**src/common/lscd_pkg.sv**
```systemverilog
// Purpose: shared constants and types of the link switch configuration decoder
// Assumes: 40 MHz system clock, configuration link at 10 Mbit/s
// Notes: one bit period is a whole number of clock cycles
package lscd_pkg;

    // ****************************************************************
    // timing
    // ****************************************************************
    localparam int CLK_PERIOD_NS = 25;
    localparam int BIT_TIME_NS = 100;
    localparam int BIT_CYCLES = BIT_TIME_NS / CLK_PERIOD_NS;
    localparam int HALF_CYCLES = BIT_CYCLES / 2;
    localparam logic [3:0] BIT_RELOAD = 4'(BIT_CYCLES - 1);
    // first sample lands mid-way through the bit after the start bit
    localparam logic [3:0] FIRST_SAMPLE = 4'(BIT_CYCLES + HALF_CYCLES - 1);

    // ****************************************************************
    // framing and switch size
    // ****************************************************************
    localparam logic [3:0] DATA_FRAME_BITS = 4'hB;
    localparam logic [3:0] ACK_FRAME_BITS = 4'h2;
    localparam logic [2:0] LAST_DATA_BIT = 3'h7;
    localparam int NUM_LINKS = 32;
    localparam int LINK_W = 5;

    // ****************************************************************
    // command codes
    // ****************************************************************
    localparam logic [7:0] CMD_CONNECT = 8'h00;
    localparam logic [7:0] CMD_JOIN = 8'h01;
    localparam logic [7:0] CMD_QUERY = 8'h02;
    localparam logic [7:0] CMD_COMMIT = 8'h03;
    localparam logic [7:0] CMD_SOFTRST = 8'h04;
    localparam logic [7:0] NO_INPUT = 8'hFF;

    typedef enum logic [1:0] {
        RX_IDLE = 2'h0,
        RX_FLAG = 2'h1,
        RX_DATA = 2'h3,
        RX_STOP = 2'h2
    } lscd_rx_t;

    typedef enum logic [2:0] {
        DEC_CMD = 3'h0,
        DEC_PAR1 = 3'h1,
        DEC_PAR2 = 3'h3,
        DEC_EXEC = 3'h2,
        DEC_READ = 3'h6,
        DEC_REPLY = 3'h7
    } lscd_dec_t;

endpackage : lscd_pkg

```
**src/hdl/lscd_route_mem.sv**
```systemverilog
// Purpose: routing table, one entry per switch output
// Assumes: single clock, registered read data
// Notes: table contents ignore rst_n; only the clear command empties them
`timescale 1ns/1ps
module lscd_route_mem (
    // clock and reset
    input wire logic clock,
    input wire logic rst_n,
    // update side
    input wire logic wrEn,
    input wire logic [lscd_pkg::LINK_W-1:0] wrAddr,
    input wire logic [lscd_pkg::LINK_W-1:0] wrInput,
    input wire logic commit,
    input wire logic clearAll,
    // query port
    input wire logic [lscd_pkg::LINK_W-1:0] qAddr,
    output logic [lscd_pkg::LINK_W-1:0] qInput,
    output logic qConnected,
    // crossbar lookup port
    input wire logic [lscd_pkg::LINK_W-1:0] lkAddr,
    output logic [lscd_pkg::LINK_W-1:0] lkInput,
    output logic lkConnected,
    output logic lkActive
);
    import lscd_pkg::*;

    typedef struct packed {
        logic [LINK_W-1:0] qIn;
        logic qConn;
        logic [LINK_W-1:0] lkIn;
        logic lkConn;
        logic lkAct;
    } lscd_mem_rd_t;

    logic [LINK_W-1:0] inputNum [NUM_LINKS];
    logic [NUM_LINKS-1:0] connVec;
    logic [NUM_LINKS-1:0] activeVec;
    lscd_mem_rd_t rd_r;
    lscd_mem_rd_t rd_nxt;

    always_ff @(posedge clock) begin
        if (wrEn) begin
            inputNum[wrAddr] <= wrInput;
        end
    end

    always_ff @(posedge clock) begin
        if (clearAll) begin
            connVec <= '0;
            activeVec <= '0;
        end else if (commit) begin
            activeVec <= connVec;
        end else if (wrEn) begin
            connVec[wrAddr] <= 1'b1;
            activeVec[wrAddr] <= 1'b0;
        end
    end

    always_comb begin
        rd_nxt.qIn = inputNum[qAddr];
        rd_nxt.qConn = connVec[qAddr];
        rd_nxt.lkIn = inputNum[lkAddr];
        rd_nxt.lkConn = connVec[lkAddr];
        rd_nxt.lkAct = activeVec[lkAddr];
    end

    always_ff @(posedge clock or negedge rst_n) begin
        if (!rst_n) begin
            rd_r <= '0;
        end else begin
            rd_r <= rd_nxt;
        end
    end

    assign qInput = rd_r.qIn;
    assign qConnected = rd_r.qConn;
    assign lkInput = rd_r.lkIn;
    assign lkConnected = rd_r.lkConn;
    assign lkActive = rd_r.lkAct;

endmodule : lscd_route_mem

```
**src/hdl/lscd_decoder.sv**
```systemverilog
// Purpose: serial configuration link front end and command decoder of a link switch
// Assumes: one 40 MHz clock; crossbar outside reads routes through the lookup port
// Notes: disconnected outputs are to be driven low by the crossbar
`timescale 1ns/1ps
// Overview of operation
// - code 0: route input to output
// - code 1: join two links both ways
// - code 2: reply input routed to that output
// - code 3 commits; routes active after it
// - code 4: clear all routes, outputs low
// - hardware reset keeps existing routes
// - frame: high, one, 8 bits lsb-first, low
// - ack every byte; await ack before next
module lscd_decoder (
    // clock and reset
    input wire logic clock,
    input wire logic rst_n,
    // configuration link
    input wire logic linkIn,
    output logic linkOut,
    // crossbar lookup
    input wire logic [lscd_pkg::LINK_W-1:0] xbarOutSel,
    output logic [lscd_pkg::LINK_W-1:0] xbarInSel,
    output logic xbarConnected,
    output logic xbarActive
);
    import lscd_pkg::*;

    typedef struct packed {
        logic sync1;
        logic sync2;
        lscd_rx_t rxSt;
        logic [3:0] rxCnt;
        logic [2:0] rxBit;
        logic [7:0] rxByte;
        logic byteValid;
        logic ackSeen;
        logic [10:0] txShift;
        logic [3:0] txBits;
        logic [3:0] txCnt;
        logic ackPend;
        logic awaitAck;
        lscd_dec_t dec;
        logic [7:0] cmd;
        logic [7:0] par;
        logic wrEn;
        logic [LINK_W-1:0] wrAddr;
        logic [LINK_W-1:0] wrInput;
        logic commit;
        logic clearAll;
    } lscd_state_t;

    lscd_state_t s_r;
    lscd_state_t s_nxt;
    logic [LINK_W-1:0] qInput;
    logic qConnected;
    logic [7:0] replyByte;
    logic replyGo;
    logic ackGo;

    function automatic logic isLink(input logic [7:0] b);
        return b < 8'(NUM_LINKS);
    endfunction : isLink

    function automatic logic [7:0] revByte(input logic [7:0] b);
        logic [7:0] r;
        for (int i = 0; i < 8; i++) begin
            r[i] = b[7 - i];
        end
        return r;
    endfunction : revByte

    assign replyByte = qConnected ? {3'h0, qInput} : NO_INPUT;
    assign replyGo = (s_r.dec == DEC_REPLY) && (s_r.txBits == 4'h0) && !s_r.awaitAck;
    // holding the ack during a query stops the controller sending over the reply
    assign ackGo = s_r.ackPend && (s_r.txBits == 4'h0)
        && (s_r.dec != DEC_READ) && (s_r.dec != DEC_REPLY);

    always_comb begin
        s_nxt = s_r;
        s_nxt.sync1 = linkIn;
        s_nxt.sync2 = s_r.sync1;
        s_nxt.byteValid = 1'b0;
        s_nxt.ackSeen = 1'b0;
        s_nxt.wrEn = 1'b0;
        s_nxt.commit = 1'b0;
        s_nxt.clearAll = 1'b0;

        // ************************************************************
        // receiver
        // ************************************************************
        if (s_r.rxSt == RX_IDLE) begin
            if (s_r.sync2) begin
                s_nxt.rxCnt = FIRST_SAMPLE;
                s_nxt.rxSt = RX_FLAG;
            end
        end else if (s_r.rxCnt != 4'h0) begin
            s_nxt.rxCnt = s_r.rxCnt - 4'h1;
        end else begin
            s_nxt.rxCnt = BIT_RELOAD;
            unique case (s_r.rxSt)
                // one means data, zero means ack
                RX_FLAG: begin
                    if (s_r.sync2) begin
                        s_nxt.rxBit = 3'h0;
                        s_nxt.rxSt = RX_DATA;
                    end else begin
                        s_nxt.ackSeen = 1'b1;
                        s_nxt.rxSt = RX_IDLE;
                    end
                end
                RX_DATA: begin
                    s_nxt.rxByte = {s_r.sync2, s_r.rxByte[7:1]};
                    s_nxt.rxBit = s_r.rxBit + 3'h1;
                    if (s_r.rxBit == LAST_DATA_BIT) begin
                        s_nxt.rxSt = RX_STOP;
                    end
                end
                RX_STOP: begin
                    // a high stop bit is a broken frame: drop it and wait for idle
                    if (!s_r.sync2) begin
                        s_nxt.byteValid = (s_r.rxBit == 3'h0);
                        s_nxt.rxSt = RX_IDLE;
                    end else begin
                        // marks the frame as broken until the line falls
                        s_nxt.rxBit = 3'h1;
                    end
                end
                default: begin
                    s_nxt.rxSt = RX_IDLE;
                end
            endcase
        end

        // ************************************************************
        // transmitter
        // ************************************************************
        // clear first so that a reply load in the same cycle wins
        if (s_r.ackSeen) begin
            s_nxt.awaitAck = 1'b0;
        end
        if (s_r.txBits != 4'h0) begin
            if (s_r.txCnt != 4'h0) begin
                s_nxt.txCnt = s_r.txCnt - 4'h1;
            end else begin
                s_nxt.txShift = {s_r.txShift[9:0], 1'b0};
                s_nxt.txBits = s_r.txBits - 4'h1;
                s_nxt.txCnt = BIT_RELOAD;
            end
        end else if (ackGo) begin
            s_nxt.txShift = {2'b10, 9'h000};
            s_nxt.txBits = ACK_FRAME_BITS;
            s_nxt.txCnt = BIT_RELOAD;
            s_nxt.ackPend = 1'b0;
        end else if (replyGo) begin
            s_nxt.txShift = {2'b11, revByte(replyByte), 1'b0};
            s_nxt.txBits = DATA_FRAME_BITS;
            s_nxt.txCnt = BIT_RELOAD;
            s_nxt.awaitAck = 1'b1;
        end
        if (s_r.byteValid) begin
            s_nxt.ackPend = 1'b1;
        end

        // ************************************************************
        // command decoder
        // ************************************************************
        unique case (s_r.dec)
            DEC_CMD: begin
                if (s_r.byteValid) begin
                    s_nxt.cmd = s_r.rxByte;
                    if (s_r.rxByte == CMD_CONNECT || s_r.rxByte == CMD_JOIN
                        || s_r.rxByte == CMD_QUERY) begin
                        s_nxt.dec = DEC_PAR1;
                    end
                    s_nxt.commit = (s_r.rxByte == CMD_COMMIT);
                    s_nxt.clearAll = (s_r.rxByte == CMD_SOFTRST);
                end
            end
            DEC_PAR1: begin
                if (s_r.byteValid) begin
                    s_nxt.par = s_r.rxByte;
                    if (!isLink(s_r.rxByte)) begin
                        s_nxt.dec = DEC_CMD;
                    end else if (s_r.cmd == CMD_QUERY) begin
                        s_nxt.dec = DEC_READ;
                    end else begin
                        s_nxt.dec = DEC_PAR2;
                    end
                end
            end
            DEC_PAR2: begin
                if (s_r.byteValid) begin
                    s_nxt.dec = DEC_CMD;
                    if (isLink(s_r.rxByte)) begin
                        s_nxt.wrEn = 1'b1;
                        s_nxt.wrAddr = s_r.rxByte[LINK_W-1:0];
                        s_nxt.wrInput = s_r.par[LINK_W-1:0];
                        s_nxt.par = s_r.rxByte;
                        if (s_r.cmd == CMD_JOIN) begin
                            s_nxt.dec = DEC_EXEC;
                        end
                    end
                end
            end
            DEC_EXEC: begin
                s_nxt.wrEn = 1'b1;
                s_nxt.wrAddr = s_r.wrInput;
                s_nxt.wrInput = s_r.wrAddr;
                s_nxt.dec = DEC_CMD;
            end
            DEC_READ: begin
                s_nxt.dec = DEC_REPLY;
            end
            DEC_REPLY: begin
                if (replyGo) begin
                    s_nxt.dec = DEC_CMD;
                end
            end
            default: begin
                s_nxt.dec = DEC_CMD;
            end
        endcase
    end

    always_ff @(posedge clock or negedge rst_n) begin
        if (!rst_n) begin
            s_r <= '0;
        end else begin
            s_r <= s_nxt;
        end
    end

    assign linkOut = s_r.txShift[10];

    // ****************************************************************
    // routing table
    // ****************************************************************
    lscd_route_mem u_mem (
        .clock(clock),
        .rst_n(rst_n),
        .wrEn(s_r.wrEn),
        .wrAddr(s_r.wrAddr),
        .wrInput(s_r.wrInput),
        .commit(s_r.commit),
        .clearAll(s_r.clearAll),
        .qAddr(s_r.par[LINK_W-1:0]),
        .qInput(qInput),
        .qConnected(qConnected),
        .lkAddr(xbarOutSel),
        .lkInput(xbarInSel),
        .lkConnected(xbarConnected),
        .lkActive(xbarActive)
    );

    // ****************************************************************
    // checks
    // ****************************************************************
    property p_connect;
        @(posedge clock) disable iff (!rst_n)
        s_r.byteValid && s_r.dec == DEC_PAR2 && s_r.cmd == CMD_CONNECT && isLink(s_r.rxByte)
        |=> s_r.wrEn && s_r.wrAddr == $past(s_r.rxByte[LINK_W-1:0])
            && s_r.wrInput == $past(s_r.par[LINK_W-1:0]) ##1 !s_r.wrEn;
    endproperty
    a_connect: assert property (p_connect) else $error("connect write wrong");

    property p_join;
        @(posedge clock) disable iff (!rst_n)
        s_r.byteValid && s_r.dec == DEC_PAR2 && s_r.cmd == CMD_JOIN && isLink(s_r.rxByte)
        |=> s_r.wrEn ##1 s_r.wrEn && s_r.wrAddr == $past(s_r.par[LINK_W-1:0], 2)
            && s_r.wrInput == $past(s_r.rxByte[LINK_W-1:0], 2);
    endproperty
    a_join: assert property (p_join) else $error("join second write wrong");

    property p_reply;
        @(posedge clock) disable iff (!rst_n)
        replyGo |=> s_r.txBits == DATA_FRAME_BITS && linkOut
            && s_r.txShift[8:1] == revByte($past(replyByte)) && s_r.awaitAck;
    endproperty
    a_reply: assert property (p_reply) else $error("query reply frame wrong");

    property p_commit;
        @(posedge clock) disable iff (!rst_n)
        s_r.byteValid && s_r.dec == DEC_CMD && s_r.rxByte == CMD_COMMIT
        |=> s_r.commit ##1 !s_r.commit;
    endproperty
    a_commit: assert property (p_commit) else $error("commit not issued");

    property p_softrst;
        @(posedge clock) disable iff (!rst_n)
        s_r.clearAll |=> ##1 !xbarConnected && !xbarActive;
    endproperty
    a_softrst: assert property (p_softrst) else $error("soft reset left a route");

    property p_idle_low;
        @(posedge clock) disable iff (!rst_n)
        s_r.txBits == 4'h0 |-> !linkOut;
    endproperty
    a_idle_low: assert property (p_idle_low) else $error("link not low when idle");

    property p_ack;
        @(posedge clock) disable iff (!rst_n)
        s_r.byteValid && s_r.dec != DEC_READ && s_r.dec != DEC_REPLY && s_r.txBits == 4'h0
        && !(s_r.dec == DEC_PAR1 && s_r.cmd == CMD_QUERY && isLink(s_r.rxByte))
        && !s_r.ackPend |=> s_r.ackPend ##1 s_r.txBits == ACK_FRAME_BITS && linkOut;
    endproperty
    a_ack: assert property (p_ack) else $error("byte not acknowledged");

    property p_par2_cmd;
        @(posedge clock) disable iff (!rst_n)
        s_r.dec == DEC_PAR2 |-> s_r.cmd == CMD_CONNECT || s_r.cmd == CMD_JOIN;
    endproperty
    a_par2_cmd: assert property (p_par2_cmd) else $error("bad parameter count");

    c_join: cover property (@(posedge clock) disable iff (!rst_n)
        s_r.dec == DEC_EXEC);
    c_reply: cover property (@(posedge clock) disable iff (!rst_n) replyGo);
    c_soft: cover property (@(posedge clock) disable iff (!rst_n) s_r.clearAll);

endmodule : lscd_decoder

```
**config.mk**
```make
export PLATFORM = sky130hd
export DESIGN_NAME = lscd_decoder
export DESIGN_NICKNAME = d
export VERILOG_FILES = /design/src/common/lscd_pkg.sv /design/src/hdl/lscd_route_mem.sv /design/src/hdl/lscd_decoder.sv
export SDC_FILE = /design/constraint.sdc
export NUM_CORES = 1
export LEC_CHECK = 0
export BUFFER_PORTS_ARGS = -buffer_cell sky130_fd_sc_hd__buf_2
export CAP_MARGIN = 10
export CORE_MARGIN = 4
export CORE_UTILIZATION = 56
export CTS_CLUSTER_DIAMETER = 100
export CTS_CLUSTER_SIZE = 40
export DETAILED_ROUTE_END_ITERATION = 10
export GPL_TIMING_DRIVEN = 0
export PLACE_DENSITY = 0.72
export REMOVE_ABC_BUFFERS = 1
export SYNTH_ARGS = -nofsm -noshare
export SYNTH_HDL_FRONTEND = slang
export SYNTH_SLANG_ARGS = --single-unit
```
**constraint.sdc**
```tcl
create_clock -name clock -period 3.5 [get_ports clock]
set_input_delay 0.175 -clock clock [delete_from_list [all_inputs] [get_ports clock]]
set_output_delay 0.175 -clock clock [all_outputs]
set_load 0.03 [all_outputs]
```
## Word level (Yosys, flattened, before mapping)

Memories as Yosys holds them, arrays and structs flattened. A register that Yosys moved wholly into a read port is not among the register bits.
Index checks and enable logic that the tools add are counted.

- Flip-flop bits (word level): 138
- Bits in writable memories: 160
- Word-level logic and storage cells: 166
- Memories kept: 1

Memories:

| name | words | width | rd ports | clocked after memory_dff | write ports | line | source |
|---|---|---|---|---|---|---|---|
| u_mem.inputNum | 32 | 5 | 2 | 2 | 1 | lscd_route_mem.sv:35 | `logic [LINK_W-1:0] inputNum [NUM_LINKS];` |

- Add/subtract/negate cells: 4
- $lt $le $gt $ge: 5
- Equal/unequal tests: 31
- Muxes and demuxes: 58
- Bitwise operators: 6
- Reductions and logical operators: 35

Operators with widths:

| kind | count |
|---|---|
| two-way mux 32 bit | 2 |
| two-way mux 19 bit | 3 |
| bitwise AND 32 bit | 1 |
| two-way mux 16 bit | 2 |
| NOT 32 bit | 1 |
| OR 32 bit | 1 |
| two-way mux 3 bit | 9 |
| == test 8 x 2 -> 1 bit (second input constant) | 3 |
| inequality test 2 bit (second input constant) | 12 |
| case mux 11 bit (2 select lines) | 1 |
| two-way mux 2 bit | 10 |
| less-than comparator 5 x 6 -> 1 bit (second input constant) | 3 |
| == test 8 x 1 -> 1 bit (second input constant) | 2 |
| binary-select mux 1 bit (select 5 bit) | 3 |
| two-way mux 1 bit | 15 |
| two-way mux 15 bit | 1 |
| case mux 3 bit (5 select lines) | 1 |
| two-way mux 6 bit | 2 |
| inequality test 3 bit (second input constant) | 4 |
| nonzero test 4 bit | 3 |
| subtractor 4 x 1 -> 4 bit (second input constant) | 3 |
| two-way mux 11 bit | 1 |
| case mux 5 bit (2 select lines) | 1 |
| AND reduction 5 bit | 2 |
| other kinds (28) | 53 |

## Longest topological paths before layout

- Word-level depth: 8
- Mapped depth: 8
- Mapped depth without buffers: 6

## By module

A second synthesis with hierarchy kept.

- Cell total of the unflattened synthesis: 985
- Area total of the unflattened synthesis: 14,246.2 sq um

By module, submodules not included:

| module | instances | cells each | area an instance (sq um) | sequential area each (sq um) |
|---|---|---|---|---|
| lscd_route_mem | 1 | 686 | 11,003.1 | 6,411.1 |
| lscd_decoder | 1 | 299 | 3,243.1 | 1,751.7 |

## Worst setup path before layout

Ideal clock, no wire load.

- Path kind: register -> register
- Start point: reg s_r[38] (netlist name)
- End point: reg s_r[38] (netlist name)
- Arrival time: 1,991 ps
- Path slack: 1,381 ps
- Stages on the path, launching flop included: 9
- Buffers on the path: 2
- Path through: dfrtp_1 inv_1 ha_1 or3b_1 buf_2 nor3_4 nor2_1 buf_2 mux2_1

- Word-level cells in the longest chain between the ends: 6
- Elaborated cells on any way between the ends: 14

Ends and longest elaborated chain:

| what | line | source |
|---|---|---|
| from (decl) | lscd_decoder.sv:53 | `lscd_state_t s_r;` |
| from (signal assigned) | lscd_decoder.sv:230 | `s_r <= s_nxt;` |
| parallel branches: the longest is 6 deep, another holds subtractor 4 x 1 -> 4 bit | -- |  |

Parallel ways; which one is timed is not known. The select of a mux whose other input is x is not followed.
A chain may end at the register's enable or synchronous reset.

## Final worst setup path

- Start point: reg s_r[38] (netlist name)
- End point: reg s_r[44] (netlist name)

- Word-level cells in the longest chain between the ends: 6
- Elaborated cells on any way between the ends: 12

Ends and longest elaborated chain:

| what | line | source |
|---|---|---|
| logical NOT 4 bit | lscd_decoder.sv:74, lscd_decoder.sv:76 |  |
| logical AND 1 bit | lscd_decoder.sv:76 | `assign ackGo = s_r.ackPend && (s_r.txBits == 4'h0)` |
| logical AND 1 bit (2 in a row) | lscd_decoder.sv:77 | `&& (s_r.dec != DEC_READ) && (s_r.dec != DEC_REPLY);` |
| nonzero test 3 bit (no line) or two-way mux 19 bit (tied branches) | -- |  |
| AND reduction 2 bit (no line) or two-way mux 19 bit (tied branches) | -- |  |

Several ways; a longest one is shown, not always the timed one.

==> flow_summary_export.csv <==
group,metric,value,unit
sta,max_freq,337.7,MHz
sta,min_period,2962,ps
synth,yosysUniqueCellTypes,50,
clock_network,cts-root-buf,"clkbuf_16",
synth,synth_top_family_by_area,"multiplexers",
cells_and_area,post-route-util,0.6054,
clock_network,cts_sinks,307,
synth,synthTopCellsByArea,"edfxtp_1 34%, mux4_2 21%, dfrtp_1 15%",
synth,async_reset_ff_frac,0.2704,
sta,hold_viol_final,0,
global_route,track_usage,0.2172,
clock_network,clk_latency,500,ps
clock_network,clk_pin_slew,140,ps
cells_and_area,antenna_cells,0,
route,routed_wl,29900,µm
synth,synth-seq-cells,307,
global_route,grt_pass1_vias,7988,
floorplanning,die_h,166.6,µm
floorplanning,die_area,27760,µm²
pwr,p_switching,1.689,mW
synth,yosys.area_share.simple,0.08844,
sta,finalCritPeriodShare,0.8462,
critical_path,cp_data_required_time,3900,ps
critical_path,arrival,3360,ps
synth,seq_area_frac_synth,0.5793,
floorplanning,die_w,166.6,µm
synth,synthAdderAreaFrac,0.007104,
synth,muxShareOfSynthArea,0.2450,
pwr,clock_power_share,0.266,
floorplanning,core_area,24530,µm²
sta,finalSetupTns,0,ps
route,wl_per_cell,24.13,µm
sta,relSlewSlack,0.2403,
synth,synth_most_common_cell,"edfxtp_1",
pwr,vdd_ir_drop_max,0.3651,mV
pwr,power_density,455.6,nW/µm²
placement,routabilityCongestion,0.7947,
synth,synth_top_area_frac,0.3410,
synth,synth_compound_area_frac,0.05479,
critical_path,slowest_stage,"nor2_1",
pwr,swShare,0.2495,
cells_and_area,layout-drive-gt1-share,0.2634,
synth,yosysTopAreaCell,"edfxtp_1",
clock_network,cts_tree,"done",
synth,ys.flop_type,"edfxtp_1",
status,status,"complete, no violations",
cells_and_area,n_fill_cell,1830,
global_route,grt_pass1_wl,47410,µm
synth,synth_cells,935,
flow_run,cap_viol_max_count,0,
sta,worst_pin_slew,1139,ps
cells_and_area,areaGrowthSynthToFinish,5.408,%
placement,dpl.cell_count,1216,
sta,setup_violations,0,
synth,synth-edff-count,160,
global_route,antenna_found_initial,0,
synth,synth_xor_area_frac,0.001243,
critical_path,crit_chain,"inv_1 -> ha_1 -> nor3b_1 -> a21oi_1 -> nor2_1 -> mux2_2",
sta,rsz0062_at_grt,"no",
placement,dpl.hpwl,20140,µm
critical_path,cp_num_buf_inv,1,
critical_path,crit_type,"register to register",
route,vias,8029,
global_route,grt_start_max_net_pins,66,
cells_and_area,final_cells,1239,
floorplanning,ios,16,
route,first_pass_iters,5,
critical_path,cp-end-kind,"register",
clock_network,cts_resized,0,
placement,portBuffers,15,
pwr,intPower,5.079,mW
synth,synth_warnings,0,
worst_hold_path,hold_class,"input port to asynchronous set/reset pin",
pwr,seqPwrFrac,0.610,
critical_path,cp_max_fo,13,
critical_path,critical_path.top_delay_family,"simple AND/OR/NAND/NOR gates",
synth,synthTopCellsByCount,"160 x edfxtp_1, 130 x mux4_2, 83 x dfrtp_1, 80 x nor2_1, 67 x a21oi_1",
route,ant_nets,0,
synth,synth.avg_cell_area,15.07,µm²
floorplanning,initial_utilization,0.5744,
route,drc_errors,0,
clock_network,cts.path.max_buffers,3,
sta,final_max_slew_viol_count,0,
cells_and_area,nNetsFinal,925,
clock_network,cts-htree-levels,1,
route,viasPerCell,6.480,
floorplanning,rows,57,
clock_network,cts_buffers,12,
global_route,grt-ovfl-total,0,
synth,synth_area,14090,µm²
sta,finClkSkew,61.09,ps
critical_path,start_kind,"register",
pwr,p_leak,5.129,nW
critical_path,slowest_delay,860,ps
pwr,pwr-share-comb,0.124,
route,first_iter_violations,737,
## power groups by stage
stage | registers, mW | clock network (mW) | logic [mW]
2_1_floorplan | 4.17 | 0 | 0.630
3_3_place_gp | 4.20 | 0 | 0.823
3_5_place_dp | 4.21 | 0 | 0.853
4_1_cts | 4.13 | 1.85 | 0.859
5_1_grt | 4.17 | 1.99 | 0.948
6_report | 4.13 | 1.80 | 0.842
## cells by family (layout without fill, tap and decap cells)
logic type / count (synthesis) / in the layout
fa+ha+maj: 8 / 8
compound gates: 128 / 128
buf+inv: 77 / 57
mux: 177 / 177
simple gates: 236 / 236
xor+xnor: 2 / 2
flops: 307 / 307
## state kept, by name (all words and copies together), names as in the netlist
name               count
u_mem.inputNum       160
u_mem.lkConnected      1
linkOut                1
u_mem.lkActive         1
u_mem.qConnected       1
s_r                   68
u_mem.activeVec       32
u_mem.qInput           5
u_mem.connVec         32
u_mem.lkInput          5
s_nxt                  1
## stage by stage
| step | hold WS [ps] | setup slack [ps] | cell area [µm²] | power, mW |
|---|---|---|---|---|
| 2_1_floorplan | -120.6 | 27.00 | 13800 | 4.796 |
| 3_3_place_gp | 286.8 | -1021 | 14280 | 5.024 |
| 3_5_place_dp | 86.06 | 543.4 | 14440 | 5.060 |
| 4_1_cts | 73.05 | 511.0 | 14850 | 6.834 |
| 5_1_grt | 79.71 | 303.2 | 14850 | 7.105 |
| 6_report | 83.27 | 538.4 | 14850 | 6.767 |
## layout make-up
| type | count | area, µm² | share of cell area |
|---|---|---|---|
| Timing Repair Buffer | 24 | 252.7 | 0.01702 |
| Inverter | 13 | 48.80 | 0.003285 |
| Clock inverter | 3 | 47.55 | 0.003201 |
| Tap cell | 324 | 405.4 | 0.02729 |
| Clock buffer | 17 | 340.3 | 0.02291 |
| Sequential cell | 307 | 8170 | 0.5501 |
| Multi-Input combinational cell | 551 | 5588 | 0.3762 |
## what timing repair did
action | in CTS | in global routing
buffers inserted | 0 | 0
hold buffers | 2 | 0
endpoints found under the hold margin | 84 | 0
## cell usage in the layout (no fill, tap or decap), drive strengths merged, types with 3 or more instances in the layout
cell type	n
inv	14
dfrtp	83
nor2	80
nor2b	14
nand3	7
nand2b	4
a22o	7
nand2	52
dfxtp	64
a211oi	4
and2	7
a21o	7
or3	6
a21oi	67
mux2	43
a221o	5
ha	8
and3	3
clkbuf	18
o21ai	20
or3b	32
mux2i	4
o41ai	4
buf	21
nor3b	5
nand3b	6
mux4	130
edfxtp	160
o31ai	4
nor3	12
## final timing paths
path / to / start / slack [ps] / cells after the start
max in group asynchronous: u_mem.lkActive$_DFF_PN0_ / rst_n / 2730 / 3
hold reg to reg: s_r[72]$_DFF_PN0_ / s_nxt[72]$_DFF_PN0_ / 360 / 0
setup reg to reg: s_r[44]$_DFFE_PN0P_ / s_r[38]$_DFFE_PN0P_ / 540 / 6
setup / recovery: s_r[44]$_DFFE_PN0P_ / s_r[38]$_DFFE_PN0P_ / 540 / 6
hold / removal: s_r[39]$_DFFE_PN0P_ / rst_n / 80 / 2
min in group clock: u_mem.lkInput[1]$_DFF_PN0_ / xbarOutSel[3] / 120 / 2
## layer usage
metal	GRT usage	wire length (µm)	vias up
li1	-	-	3574
met1	0.3263	12960	4165
met5	0	0	-
met2	0.3576	15010	255
met4	0.04198	514	0
met3	0.01896	1428	35
(Power assumes the default switching activity.)
